==> config.mk <==
export PLATFORM = sky130hd
export DESIGN_NAME = opp_programmer
export DESIGN_NICKNAME = d
export VERILOG_FILES = /design/src/include/opp_pkg.sv /design/src/hw/opp_programmer.sv /design/src/hw/opp_pulse_timer.sv
export SDC_FILE = /design/constraint.sdc
export NUM_CORES = 1
export LEC_CHECK = 0
export BUFFER_PORTS_ARGS = -buffer_cell sky130_fd_sc_hd__buf_4
export CAP_MARGIN = 20
export CORE_UTILIZATION = 56
export DETAILED_ROUTE_END_ITERATION = 8
export PLACE_DENSITY = 0.78
export REMOVE_ABC_BUFFERS = 1
export SLEW_MARGIN = 20
export SYNTH_ARGS = -nofsm -noshare
export SYNTH_HDL_FRONTEND = slang
export SYNTH_SLANG_ARGS = --single-unit
==> constraint.sdc <==
create_clock -name core_clk -period 3.6 [get_ports core_clk]
set_input_delay 0.9 -clock core_clk [delete_from_list [all_inputs] [get_ports core_clk]]
set_output_delay 0.9 -clock core_clk [all_outputs]
set_load 0.01 [all_outputs]
==> src/include/opp_pkg.sv <==
// Package for the one-time PROM programmer controller.
// Assumes a 10 MHz core clock; the device outside is in its PROM mode.
package opp_pkg;

  // ----------------------------------------------------------------
  // Clock and pulse timing
  // ----------------------------------------------------------------
  localparam int CLK_HZ = 10000000;
  localparam int PULSE_ALG1_US = 1000;
  localparam int PULSE_ALG2_US = 100;
  localparam int PULSE_ALG1_CYC = (PULSE_ALG1_US * (CLK_HZ / 1000000));
  localparam int PULSE_ALG2_CYC = (PULSE_ALG2_US * (CLK_HZ / 1000000));
  localparam int OVER_FACTOR = 3;
  localparam int MAX_TRIES = 25;
  localparam int SETUP_CYC = 2;
  localparam int READ_CYC = 3;

  // ----------------------------------------------------------------
  // Address map of the device outside
  // ----------------------------------------------------------------
  localparam logic [14:0] ADDR_FIRST_32K = 15'h0000;
  localparam logic [14:0] ADDR_FIRST_16K = 15'h4000;
  localparam logic [14:0] ADDR_LAST = 15'h7FFF;
  localparam logic [14:0] ADDR_FILL_LAST = 15'h3FFF;
  localparam logic [15:0] CPU_BASE_16K = 16'hC000;
  localparam logic [7:0] BLANK_BYTE = 8'hFF;

  // ----------------------------------------------------------------
  // Pin groups
  // ----------------------------------------------------------------
  typedef struct packed {
    logic [14:0] addr;
    logic [7:0] data_out;
    logic data_oe;
    logic sel_b;
    logic oe_b;
    logic vpp_high;
    logic addr_nine_high;
  } opp_pins_t;

  typedef struct packed {
    logic busy;
    logic done;
    logic fail;
    logic [14:0] fail_addr;
  } opp_status_t;

endpackage : opp_pkg

==> src/hw/opp_programmer.sv <==
// Programmer that writes and verifies the OTP array of the device.
// Assumes an image source that answers img_addr with img_data one cycle
// later, and a device already strapped into PROM mode.
`timescale 1ns/1ns
`default_nettype none
module opp_programmer import opp_pkg::*; #(
  parameter int PULSE1_CYC = PULSE_ALG1_CYC,
  parameter int PULSE2_CYC = PULSE_ALG2_CYC,
  parameter logic [14:0] LAST_ADDR = ADDR_LAST
) (
  input wire logic core_clk,
  input wire logic rst_b,
  input wire logic start,
  input wire logic alg_two,
  input wire logic size_32k,
  output logic [15:0] img_addr,
  input wire logic [7:0] img_data,
  input wire logic [7:0] data_in,
  output opp_pins_t pins,
  output opp_status_t status
);

  // ----------------------------------------------------------------
  // Reset release and pin synchroniser
  // ----------------------------------------------------------------
  logic rst_s1_q, rst_n;
  logic [7:0] din_s1_q, din_s2_q;

  always_ff @(posedge core_clk or negedge rst_b) begin
    if (!rst_b) begin
      rst_s1_q <= 1'b0;
      rst_n <= 1'b0;
    end else begin
      rst_s1_q <= 1'b1;
      rst_n <= rst_s1_q;
    end
  end

  always_ff @(posedge core_clk or negedge rst_n) begin
    if (!rst_n) begin
      din_s1_q <= 8'h00;
      din_s2_q <= 8'h00;
    end else begin
      din_s1_q <= data_in;
      din_s2_q <= din_s1_q;
    end
  end

  // ----------------------------------------------------------------
  // Sequencer
  // ----------------------------------------------------------------
  typedef enum logic [3:0] {
    ST_IDLE, ST_SETUP, ST_PULSE, ST_RDSET, ST_CMP, ST_OVER, ST_NEXT,
    ST_FSET, ST_FCMP, ST_DONE
  } opp_state_t;

  opp_state_t st_q, st_d;
  logic [14:0] addr_q;
  logic [7:0] want_q;
  logic [4:0] tries_q;
  logic [3:0] wait_q;
  logic alg_q, big_q, vpp_q, fail_q, done_q, final_q;
  logic [14:0] fail_addr_q;
  logic [23:0] pulse_len;
  logic pulse_load, pulse_on;

  localparam logic [23:0] P1 = 24'(PULSE1_CYC);
  localparam logic [23:0] P2 = 24'(PULSE2_CYC);
  localparam logic [3:0] SETUP_W = 4'(SETUP_CYC);
  localparam logic [3:0] READ_W = 4'(READ_CYC);
  localparam logic [4:0] TRY_MAX = 5'(MAX_TRIES);

  wire [14:0] addr_first = big_q ? ADDR_FIRST_32K : ADDR_FIRST_16K;
  wire fill_zone = !big_q && (addr_q <= ADDR_FILL_LAST);
  // 16K image: CPU address = programming address + 8000h
  wire [15:0] cpu_addr = big_q ? {1'b1, addr_q}
                       : CPU_BASE_16K + {2'b00, addr_q[13:0]};
  wire wait_done = (wait_q == 4'h0);
  wire match = (din_s2_q == want_q);
  wire last_addr = (addr_q == LAST_ADDR);
  wire [23:0] over_len = 24'(OVER_FACTOR) * 24'(tries_q) * P1;

  assign img_addr = cpu_addr;

  opp_pulse_timer #(.W(24)) u_timer (
    .core_clk(core_clk),
    .rst_n(rst_n),
    .load(pulse_load),
    .cycles(pulse_len),
    .active(pulse_on)
  );

  always_comb begin
    st_d = st_q;
    pulse_load = 1'b0;
    pulse_len = alg_q ? P2 : P1;
    unique case (st_q)
      ST_IDLE: if (start) st_d = ST_SETUP;
      ST_SETUP: if (wait_done) begin
        st_d = ST_PULSE;
        pulse_load = 1'b1;
      end
      ST_PULSE: if (!pulse_on && !pulse_load) st_d = ST_RDSET;
      ST_RDSET: if (wait_done) st_d = ST_CMP;
      ST_CMP: begin
        if (match) begin
          if (alg_q) begin
            st_d = ST_NEXT;
          end else begin
            st_d = ST_OVER;
            pulse_load = 1'b1;
            pulse_len = over_len;
          end
        end else if (tries_q >= TRY_MAX) begin
          st_d = ST_NEXT;
        end else begin
          st_d = ST_PULSE;
          pulse_load = 1'b1;
        end
      end
      ST_OVER: if (!pulse_on && !pulse_load) st_d = ST_NEXT;
      ST_NEXT: st_d = last_addr ? ST_FSET : ST_SETUP;
      ST_FSET: if (wait_done) st_d = ST_FCMP;
      ST_FCMP: st_d = last_addr ? ST_DONE : ST_FSET;
      ST_DONE: if (start) st_d = ST_SETUP;
      default: st_d = ST_IDLE;
    endcase
  end

  always_ff @(posedge core_clk or negedge rst_n) begin
    if (!rst_n) begin
      st_q <= ST_IDLE;
    end else begin
      st_q <= st_d;
    end
  end

  // Datapath registers
  always_ff @(posedge core_clk or negedge rst_n) begin
    if (!rst_n) begin
      addr_q <= 15'h0000;
      want_q <= 8'h00;
      tries_q <= 5'h00;
      wait_q <= 4'h0;
      alg_q <= 1'b0;
      big_q <= 1'b0;
      vpp_q <= 1'b0;
      final_q <= 1'b0;
    end else begin
      if (!wait_done) wait_q <= wait_q - 4'h1;
      if ((st_q == ST_IDLE || st_q == ST_DONE) && start) begin
        alg_q <= alg_two;
        big_q <= size_32k;
        addr_q <= size_32k ? ADDR_FIRST_32K : ADDR_FIRST_16K;
        vpp_q <= 1'b1;
        final_q <= 1'b0;
        tries_q <= 5'h00;
        wait_q <= SETUP_W;
      end
      // Image byte settles one cycle after img_addr moves
      if (st_q == ST_SETUP || st_q == ST_FSET) begin
        want_q <= fill_zone ? BLANK_BYTE : img_data;
      end
      if (pulse_load && st_d == ST_PULSE) tries_q <= tries_q + 5'h01;
      if (st_q == ST_PULSE && st_d == ST_RDSET) wait_q <= READ_W;
      if (st_q == ST_NEXT) begin
        tries_q <= 5'h00;
        if (last_addr) begin
          addr_q <= addr_first;
          vpp_q <= 1'b0;
          final_q <= 1'b1;
          wait_q <= READ_W;
        end else begin
          addr_q <= addr_q + 15'h0001;
          wait_q <= SETUP_W;
        end
      end
      if (st_q == ST_FCMP && !last_addr) begin
        addr_q <= addr_q + 15'h0001;
        wait_q <= READ_W;
      end
      if (st_q == ST_FCMP && last_addr) vpp_q <= 1'b0;
    end
  end

  // Failure tracking; first failing address is kept
  always_ff @(posedge core_clk or negedge rst_n) begin
    if (!rst_n) begin
      fail_q <= 1'b0;
      done_q <= 1'b0;
      fail_addr_q <= 15'h0000;
    end else begin
      if ((st_q == ST_IDLE || st_q == ST_DONE) && start) begin
        fail_q <= 1'b0;
        done_q <= 1'b0;
      end
      if (((st_q == ST_CMP && tries_q >= TRY_MAX) || st_q == ST_FCMP)
          && !match && !fail_q) begin
        fail_q <= 1'b1;
        fail_addr_q <= addr_q;
      end
      if (st_q == ST_FCMP && last_addr) done_q <= 1'b1;
    end
  end

  // ----------------------------------------------------------------
  // Pin drive
  // ----------------------------------------------------------------
  wire reading = (st_q == ST_RDSET || st_q == ST_CMP
               || st_q == ST_FSET || st_q == ST_FCMP);
  wire writing = (st_q == ST_SETUP || st_q == ST_PULSE || st_q == ST_OVER);

  // Drive off while the device drives, so the bus never contends
  assign pins.addr = addr_q;
  assign pins.data_out = want_q;
  assign pins.data_oe = writing;
  assign pins.sel_b = !(pulse_on || reading);
  assign pins.oe_b = !reading;
  assign pins.vpp_high = vpp_q && !final_q;
  assign pins.addr_nine_high = 1'b0;
  assign status.busy = (st_q != ST_IDLE && st_q != ST_DONE);
  assign status.done = done_q;
  assign status.fail = fail_q;
  assign status.fail_addr = fail_addr_q;

  // ----------------------------------------------------------------
  // Checks
  // ----------------------------------------------------------------
  pulse_no_read_a: assert property (@(posedge core_clk) disable iff (!rst_n)
    pulse_on |-> pins.oe_b && pins.data_oe)
    else $error("output drive during write pulse");
  try_limit_a: assert property (@(posedge core_clk) disable iff (!rst_n)
    tries_q <= TRY_MAX)
    else $error("attempt count beyond limit");
  no_sig_a: assert property (@(posedge core_clk) disable iff (!rst_n)
    !pins.addr_nine_high)
    else $error("identifier voltage on address line nine");
  alg2_no_over_a: assert property (@(posedge core_clk) disable iff (!rst_n)
    alg_q |-> st_q != ST_OVER)
    else $error("extra pulse in algorithm two");
  fill_ff_a: assert property (@(posedge core_clk) disable iff (!rst_n)
    (st_q == ST_PULSE && fill_zone) |-> want_q == BLANK_BYTE)
    else $error("unused area not FF");
  range_a: assert property (@(posedge core_clk) disable iff (!rst_n)
    (status.busy && !big_q) |-> addr_q >= ADDR_FIRST_16K)
    else $error("16K write below array");
  retry_a: assert property (@(posedge core_clk) disable iff (!rst_n)
    (st_q == ST_CMP && !match && tries_q < TRY_MAX) |=> pulse_on)
    else $error("no retry pulse on mismatch");
  step_a: assert property (@(posedge core_clk) disable iff (!rst_n)
    (st_q == ST_NEXT && !last_addr) |=> addr_q == $past(addr_q) + 15'h0001)
    else $error("address not stepped");
  final_low_a: assert property (@(posedge core_clk) disable iff (!rst_n)
    (st_q == ST_FCMP) |-> !pins.vpp_high)
    else $error("final verify at program voltage");

endmodule : opp_programmer
`default_nettype wire

==> src/hw/opp_pulse_timer.sv <==
// Down-counter that times one write pulse of a given cycle length.
// Assumes load is a one-cycle pulse from the same clock domain.
`timescale 1ns/1ns
`default_nettype none
module opp_pulse_timer import opp_pkg::*; #(
  parameter int W = 24
) (
  input wire logic core_clk,
  input wire logic rst_n,
  input wire logic load,
  input wire logic [W-1:0] cycles,
  output logic active
);

  logic [W-1:0] cnt_q;

  assign active = (cnt_q != '0);

  always_ff @(posedge core_clk or negedge rst_n) begin
    if (!rst_n) begin
      cnt_q <= '0;
    end else if (load) begin
      cnt_q <= cycles;
    end else if (active) begin
      cnt_q <= cnt_q - 1'b1;
    end
  end

endmodule : opp_pulse_timer
`default_nettype wire

## Word-level counts from Yosys, hierarchy flattened

Cells that the tools add are included.

- Register bits: 99
- Output and inout bits: 62

- Add/subtract/negate cells: 5
- $mul: 2
- Magnitude comparators: 2
- Equal/unequal tests: 15
- Multiplexer cells: 50
- Reductions and logical operators: 37

Operator list:

| operator | number |
|---|---|
| $mux W15 | 6 |
| $mux W21 | 3 |
| $mux W4 | 13 |
| $mux W24 | 2 |
| $pmux W4 S9 | 1 |
| $reduce_bool A24 Y1 | 1 |
| $sub A24 B1 Y24 const B | 1 |
| $mul A7 B10 Y17 const B | 1 |
| $add A15 B15 Y16 const A | 1 |
| $eq A4 B2 Y1 const B | 4 |
| $eq A4 B3 Y1 const B | 4 |
| $mux W16 | 1 |
| $add A15 B1 Y15 const B | 1 |
| $eq A15 B15 Y1 const B | 1 |
| $le A15 B14 Y1 const B | 1 |
| $mux W1 | 15 |
| $mux W5 | 3 |
| $mux W14 | 1 |
| $logic_and A1 B1 Y1 | 11 |
| $logic_or A1 B1 Y1 | 9 |
| $eq A4 B4 Y1 const B | 2 |
| $eq A8 B8 Y1 | 1 |
| $logic_not A4 Y1 | 2 |
| $mux W8 | 1 |
| other kinds (15) | 25 |

## Logic depth before layout (Yosys ltp)

Gate-level depths: netlist of the first run.

- Word-level depth: 9
- Depth in mapped cells: 22
- Gate-level depth less buffers: 22

## Modules after synthesis

A second synthesis of the first run with hierarchy kept.

- Cell total of the unflattened synthesis: 670
- Area, all modules: 6563.8 um^2

Modules (own cells, without submodules):

| module | instances | cells an instance | area each (um^2) |
|---|---|---|---|
| opp_programmer | 1 | 508 | 5054.8 |
| opp_pulse_timer | 1 | 162 | 1508.9 |

## Worst setup path before layout of the first run

No wires, ideal clock.

- Path type: register to register
- Start point: reg tries_q[0]
- End point: reg u_timer.cnt_q[19]
- Data arrival time: 4640 ps
- Path slack: -1178 ps
- Cell stages (with the launch flop): 21
- Period minus slack after synthesis: 4778 ps
- Path through: dfrtp_1 ha_1 inv_1 fa_1 nor2_1 nor2_1 o21bai_1 xor2_1 ha_1 ha_1 inv_1 fa_1 inv_1 fa_1 ha_1 o21a_1 o31a_1 o221ai_1 o21ai_0 xnor2_1 o22ai_1

- Word-level cells in the longest chain between the ends: 6
- Elaborated cells on any way between the ends: 11
- Those cells by class: 2 x mul; 1 x order compare; 7 x mux; 1 x reduce/logical

Ends and longest elaborated chain:

| what | line | source |
|---|---|---|
| from (decl) | opp_programmer.sv:60 | `logic [4:0] tries_q;` |
| from (signal assigned) | opp_programmer.sv:164 | `if (pulse_load && st_d == ST_PULSE) tries_q <= tries_q + 5'h01;` |
| $mul A2 B5 Y7 | opp_programmer.sv:81 | `wire [23:0] over_len = 24'(OVER_FACTOR) * 24'(tries_q) * P1;` |
| $mul A7 B10 Y17 | opp_programmer.sv:81 |  |
| $mux W21 | opp_programmer.sv:107 | `if (alg_q) begin` |
| $mux W21 | opp_programmer.sv:106 | `if (match) begin` |
| $mux W21 | opp_programmer.sv:97 | `unique case (st_q)` |
| $mux W24 | opp_pulse_timer.sv:22 | `end else if (load) begin` |
| to (signal assigned) | opp_pulse_timer.sv:23 | `cnt_q <= cycles;` |
| to (signal assigned) | opp_pulse_timer.sv:25 | `cnt_q <= cnt_q - 1'b1;` |
| to (decl) | opp_pulse_timer.sv:15 | `logic [W-1:0] cnt_q;` |

Parallel ways exist; a longest one is shown, timed or not.
A chain may end at the register's enable or synchronous reset.

## Worst setup path after layout of the first run

- Start point: reg tries_q[0]
- End point: reg u_timer.cnt_q[13]

Same word-level chain as after synthesis.

==> run summary, run 1 <==
status = complete, but fails checks
failing checks = negative setup slack
Post-synth EDFFs = 0
Setup violations, final = 9
most frequent cells in the layout = buf_4, dfrtp_1, nor2_1
Synth cell types = 71
slowest stage delay, CP = 0.55 ns
PwrDens = 856.7 nW/um^2
core area = 10460 sq um
dpl ws = -1.112 ns
CP Data Arrival Time = 4.81 ns
Clock Sinks = 99
GRT met3 Usage = 0.06201
DRC violations left = 0
largest cells by area after synthesis = dfrtp_1, ha_1, xnor2_1, xor2_1, mux2_1
Layout Skew = 0.01604 ns
initial DRC count = 370
Global Route Usage Sum = 0.2714
critical path endpoint = u_timer.cnt_q[13]
Worst slew margin = 0.4340
Pleak = 0.003623 uW
RR Startpoint = tries_q[0]
TNS Setup = -6.569 ns
synthesis-to-layout area growth = 24.92%
CTS Buffer Depth = 2
Final Hold Fails = 0
final WL = 15.90 mm
CTS H-Tree Depth = 3
clock slew at reported path FFs = 0.10 ns
Synth Area per Inst = 9.951 sq um
Tightest Hold Check Type = input pin to async pin
crit path cell chain = ha_2 -> inv_2 -> fa_2 -> nor2_1 -> nor2_1 -> o21bai_1 -> xor2_1 -> buf_4 -> ha_4 -> ha_4 -> inv_2 -> fa_1 -> inv_1 -> fa_1 -> ha_4 -> o21a_1 -> o31a_1 -> buf_6 -> a21o_1 -> a221o_1 -> o21ai_1
crit path launch type = register
Post-Syn Area = 6150 sq um
commonest non-fill, non-tap cell in the layout = buf_4
floorplan row count = 37
FFs w/ async S/R, synth = 1.000
CTS Hold Bufs = 0
Avg Vias per Cell = 6.018
Die ar. = 11400 sq um
crit share post-route = 1.248
crit end category = register
Final WS setup = -0.8918 ns
crit path buf inv count = 5
GRT met1 Usage = 0.3360
CTS tree = built
r2r setup slk = -0.89 ns
Mapped Cells = 618
clock root buffer = clkbuf_8
Required @ worst endpoint = 3.92 ns
antenna violations before repair = 0
Design Power = 6582 uW
CTS buffer count = 9
Die Height = 106.8 microns
ratio of cells with drive above 1 in the final layout = 0.2977
fillers = 726
Final GP Congestion = 0.8733
Die X = 106.8 microns
gr ovfl total = 0
Fmax = 222.6 MHz
Max Slew Vio Count = 0
sequential area share after synthesis = 0.4028
Setup Crit Path Kind = register to register
largest net degree at the start of global routing = 56
Worst VDD drop = 0.6196 mV
CP max stage cell = fa_1
Reg2Reg Capture Point = u_timer.cnt_q[13]
Synth area leader = dfrtp_1
Tmin final = 4.492 ns
vias in the first global route = 5138
first-pass GRT wire length = 24.39 mm
measured slew at the worst slew-check pin = 0.8481 ns
RSZ-0062 raised after global routing = yes
# IOs = 83
drt pass-1 iters = 5
Via Count = 5266
reg2reg path depth = 21
Synth top area share = 0.4028
crit path from = tries_q[0]
Synth Flop Type = dfrtp_1
n_diodes = 0
Clock Latency Late Sink = 0.39 ns
largest delay contributor family on the critical path = adder cells
CP max FO = 3
# port buffers = 80
Seq cells post-synth = 99
Yosys warnings = 0
wire length per cell = 18.17 microns
max_cap viols = 0
most frequent CP cell = ha_4
ANT nets after route = 0
WP depth = 21
M2 GR Usage = 0.4719
GRT busiest layer = met2
dpl hpwl = 10.77 mm
Initial Utilization = 0.5878
Final nets = 811
registers in the layout (all words and copies together) (netlist names):
signal,cells
st_q,4
done_q,1
rst_s1_q,1
vpp_q,1
final_q,1
want_q,8
rst_n,1
addr_q,15
fail_q,1
din_s1_q,8
u_timer.cnt_q,24
tries_q,5
alg_q,1
din_s2_q,8
wait_q,4
fail_addr_q,15
big_q,1
cells in the mapped netlist (all sizes together) (11+ instances only):
cell   number
nand3      18
o22a       11
nand4      16
nor2       50
xor2       23
buf        37
ha         48
inv        31
mux2       19
nand2      42
o21ai      27
nor3       20
xnor2      23
dfrtp      99
a21oi      21
cell type report:
class	count	area, sq um	share of cell area
Tap cell	136	170.2	0.02215
Timing Repair Buffer	146	1107	0.1441
Inverter	31	116.4	0.01515
Clock inverter	6	57.56	0.007492
Clock buffer	10	137.6	0.01792
Sequential cell	99	2481	0.3230
Multi-Input combinational cell	447	3612	0.4702
per-layer routing:
metal,up-vias,share of wire
met5,-,0
met4,0,0.022
met3,38,0.070
met2,230,0.51
met1,2580,0.40
li1,2418,-
logic make-up after synthesis:
kind of cell	after synthesis	share of synthesized area
simple gates	202	0.1736
compound gates	118	0.1331
flops	99	0.4028
buf+inv	73	0.06043
fa+ha+maj	56	0.1237
xor+xnor	46	0.06551
mux	22	0.03967
other cells	2	0.001221
worst register-to-register path, delay by kind of cell (launching register included):
kind | cells | cell delay, ns
buffers and inverters | 5 | 0.45
AO/OA/AOI/OAI | 6 | 0.92
XOR/XNOR | 1 | 0.27
adder cells (fa/ha/maj) | 7 | 2.26
AND/OR/NAND/NOR | 2 | 0.15
flip-flops | 1 | 0.38
repair_timing:
item / CTS / global route
setup endpoints to repair: 11 / 11
resized for setup: 28 / 25
gates cloned: 0 / 0
setup buffers: 6 / 8
pin swaps: 34 / 31
per-stage QoR:
stage,hold WS (ns),utilization,std cells,area [sq um]
2_1_floorplan,0.3312,-,577,5898
3_3_place_gp,0.3333,0.6744,844,7056
3_5_place_dp,0.3355,0.6744,844,7056
4_1_cts,0.2711,0.7145,866,7476
5_1_grt,0.2582,0.7343,875,7682
6_report,0.2772,0.7343,875,7682
how the worst min path moves through the flow:
| stage | slack, ns | endpoint | from | cells after the start |
|---|---|---|---|---|
| after floorplan | 0.33 | din_s2_q[0] | din_s1_q[0] | 0 |
| after global placement | 0.33 | din_s2_q[7] | din_s1_q[7] | 0 |
| after detailed placement | 0.34 | din_s2_q[7] | din_s1_q[7] | 0 |
| after CTS | 0.27 | rst_n | rst_b | 1 |
| after global routing | 0.26 | rst_n | rst_b | 1 |
| final | 0.28 | rst_n | rst_b | 1 |
power breakdown:
part           internal, uW  switching [uW]  leakage (uW)  total (uW)
sequential             1340             304       0.00125        1640
clock                   282             425     0.0000923         707
combinational          2130            2110       0.00228        4230
total                  3750            2840       0.00362        6580
Power figures use the tool's default switching activity.
==> run 2, diff against run 1 <==
Settings changed: PLACE_DENSITY 0.78 to 0.82.
==> run 2 against run 1 <==
Net effect:
- the run still ends with negative setup slack left
- sequential share of layout area up 0.30 points
- count of clock-buffer cells in the layout unchanged
- sequential power up 2%
- worst hold slack worse by 0.0018 ns
- die area unchanged
- largest cell class unchanged
- largest power group unchanged
- highest routed layer unchanged
==> run summary, run 2 (synthesized netlist as in run 1, its figures left out) <==
status = complete, but fails checks
failing checks = negative setup slack
Final Hold Fails = 0
final WL = 16.13 mm
largest net degree at the start of global routing = 77
commonest non-fill, non-tap cell in the layout = buf_4
CP max stage cell = fa_1
most frequent CP cell = ha_4
crit share post-route = 1.248
Final nets = 805
CP max FO = 3
Required @ worst endpoint = 3.90 ns
wire length per cell = 18.56 microns
Setup Crit Path Kind = register to register
Design Power = 6863 uW
# port buffers = 80
floorplan row count = 37
r2r setup slk = -0.89 ns
Final WS setup = -0.8941 ns
most frequent cells in the layout = buf_4, dfrtp_1, nor2_1
Layout Skew = 0.01679 ns
Tmin final = 4.494 ns
RSZ-0062 raised after global routing = yes
CTS tree = built
# IOs = 83
CP Data Arrival Time = 4.80 ns
CTS Hold Bufs = 0
Clock Sinks = 99
dpl hpwl = 10.42 mm
Setup violations, final = 11
vias in the first global route = 5325
DRC violations left = 0
slowest stage delay, CP = 0.55 ns
Avg Vias per Cell = 6.082
Clock Latency Late Sink = 0.39 ns
CTS H-Tree Depth = 3
crit end category = register
antenna violations before repair = 0
final hold slack = 0.2753 ns
PwrDens = 901.6 nW/um^2
clock root buffer = clkbuf_8
initial DRC count = 399
RR Startpoint = tries_q[0]
CTS Buffer Depth = 2
reg2reg path depth = 23
Largest register FFs = 24
ANT nets after route = 0
synthesis-to-layout area growth = 23.78%
Fmax = 222.5 MHz
measured slew at the worst slew-check pin = 0.9694 ns
Die ar. = 11400 sq um
crit path cell chain = ha_2 -> inv_2 -> fa_2 -> nor2_2 -> nor2_1 -> o21bai_1 -> xor2_1 -> buf_4 -> and2_4 -> nor2_1 -> ha_1 -> inv_1 -> fa_1 -> inv_2 -> ha_4 -> ha_4 -> ha_4 -> o21ai_2 -> nor2_2 -> nand4_1 -> o211ai_1 -> a21oi_1 -> o22ai_1
Global Route Usage Sum = 0.2902
Worst slew margin = 0.3537
Final GP Congestion = 0.8881
Max Slew Vio Count = 0
Pleak = 0.003579 uW
Die X = 106.8 microns
Initial Utilization = 0.5878
final std cells w/o fill = 869
core area = 10460 sq um
gr ovfl total = 0
clock slew at reported path FFs = 0.10 ns
drt pass-1 iters = 5
first-pass GRT wire length = 25.88 mm
crit path launch type = register
Via Count = 5285
Placed Cells = 842
CTS buffer count = 9
Largest Register = u_timer.cnt_q
ratio of cells with drive above 1 in the final layout = 0.2851
Tightest Hold Check Type = input pin to async pin
n_diodes = 0
max_cap viols = 0
Worst VDD drop = 0.7332 mV
Reg2Reg Capture Point = u_timer.cnt_q[20]
Die Height = 106.8 microns
Regs by FF count = u_timer.cnt_q (24), addr_q (15), fail_addr_q (15)
run 2: stage by stage:
| stage | instance area (sq um) | utilization | setup slack, ns | setup TNS [ns] |
|---|---|---|---|---|
| after global placement | 7041 | 0.6729 | -0.8478 | -6.293 |
| after detailed placement | 7041 | 0.6729 | -0.9936 | -7.538 |
| after global routing | 7612 | 0.7276 | -1.109 | -8.598 |
| after floorplan | 5898 | - | -1.189 | -8.201 |
| after CTS | 7553 | 0.7220 | -0.7564 | -5.179 |
| final | 7612 | 0.7276 | -0.8941 | -6.513 |
run 2: layer usage:
metal	routed length, microns	up-vias	part of all wire	GRT usage
li1	-	2407	-	-
met1	6369	2543	0.39	0.3479
met2	7885	261	0.49	0.4871
met3	1132	74	0.070	0.07112
met4	740	0	0.046	0.1438
met5	0	-	0	0
run 2: repair_timing:
| action | CTS | global route |
|---|---|---|
| resized for setup | 41 | 8 |
| endpoints found under the setup margin | 10 | 11 |
| buffers inserted | 9 | 2 |
| gates cloned | 0 | 0 |
| pin swaps | 44 | 13 |
run 2: worst max-delay path, delay by kind of cell, from the launching register on:
kind	cells	cell delay, ns
buffers and inverters	4	0.31
flip-flops	1	0.39
XOR/XNOR	1	0.24
AND/OR/NAND/NOR	6	0.63
adder cells (fa/ha/maj)	7	2.13
AO/OA/AOI/OAI	5	0.71
run 2: cell type report:
class,count,area (sq um)
multi-input cells,447,3597
repair buffers,140,1056
clock buffers,10,127.6
fillers,712,2850
well taps,136,170.2
inverters,31,116.4
clock inverters,6,63.81
flip-flops and latches,99,2481
run 2: worst max-delay path by stage:
| stage | start | to | slack (ns) | cells past startpoint |
|---|---|---|---|---|
| 2_1_floorplan | tries_q[0] | u_timer.cnt_q[19] | -1.19 | 20 |
| 3_3_place_gp | tries_q[1] | u_timer.cnt_q[19] | -0.85 | 20 |
| 3_5_place_dp | tries_q[1] | u_timer.cnt_q[19] | -0.99 | 21 |
| 4_1_cts | tries_q[0] | u_timer.cnt_q[13] | -0.76 | 20 |
| 5_1_grt | tries_q[1] | u_timer.cnt_q[20] | -1.11 | 24 |
| 6_report | tries_q[0] | u_timer.cnt_q[20] | -0.89 | 23 |
run 2: power by group:
group	total (uW)	switching [uW]	internal, uW	leakage [uW]
logic	4490	2300	2190	0.00224
registers	1680	339	1340	0.00125
clock network	701	429	272	0.0000941
total	6860	3070	3800	0.00358
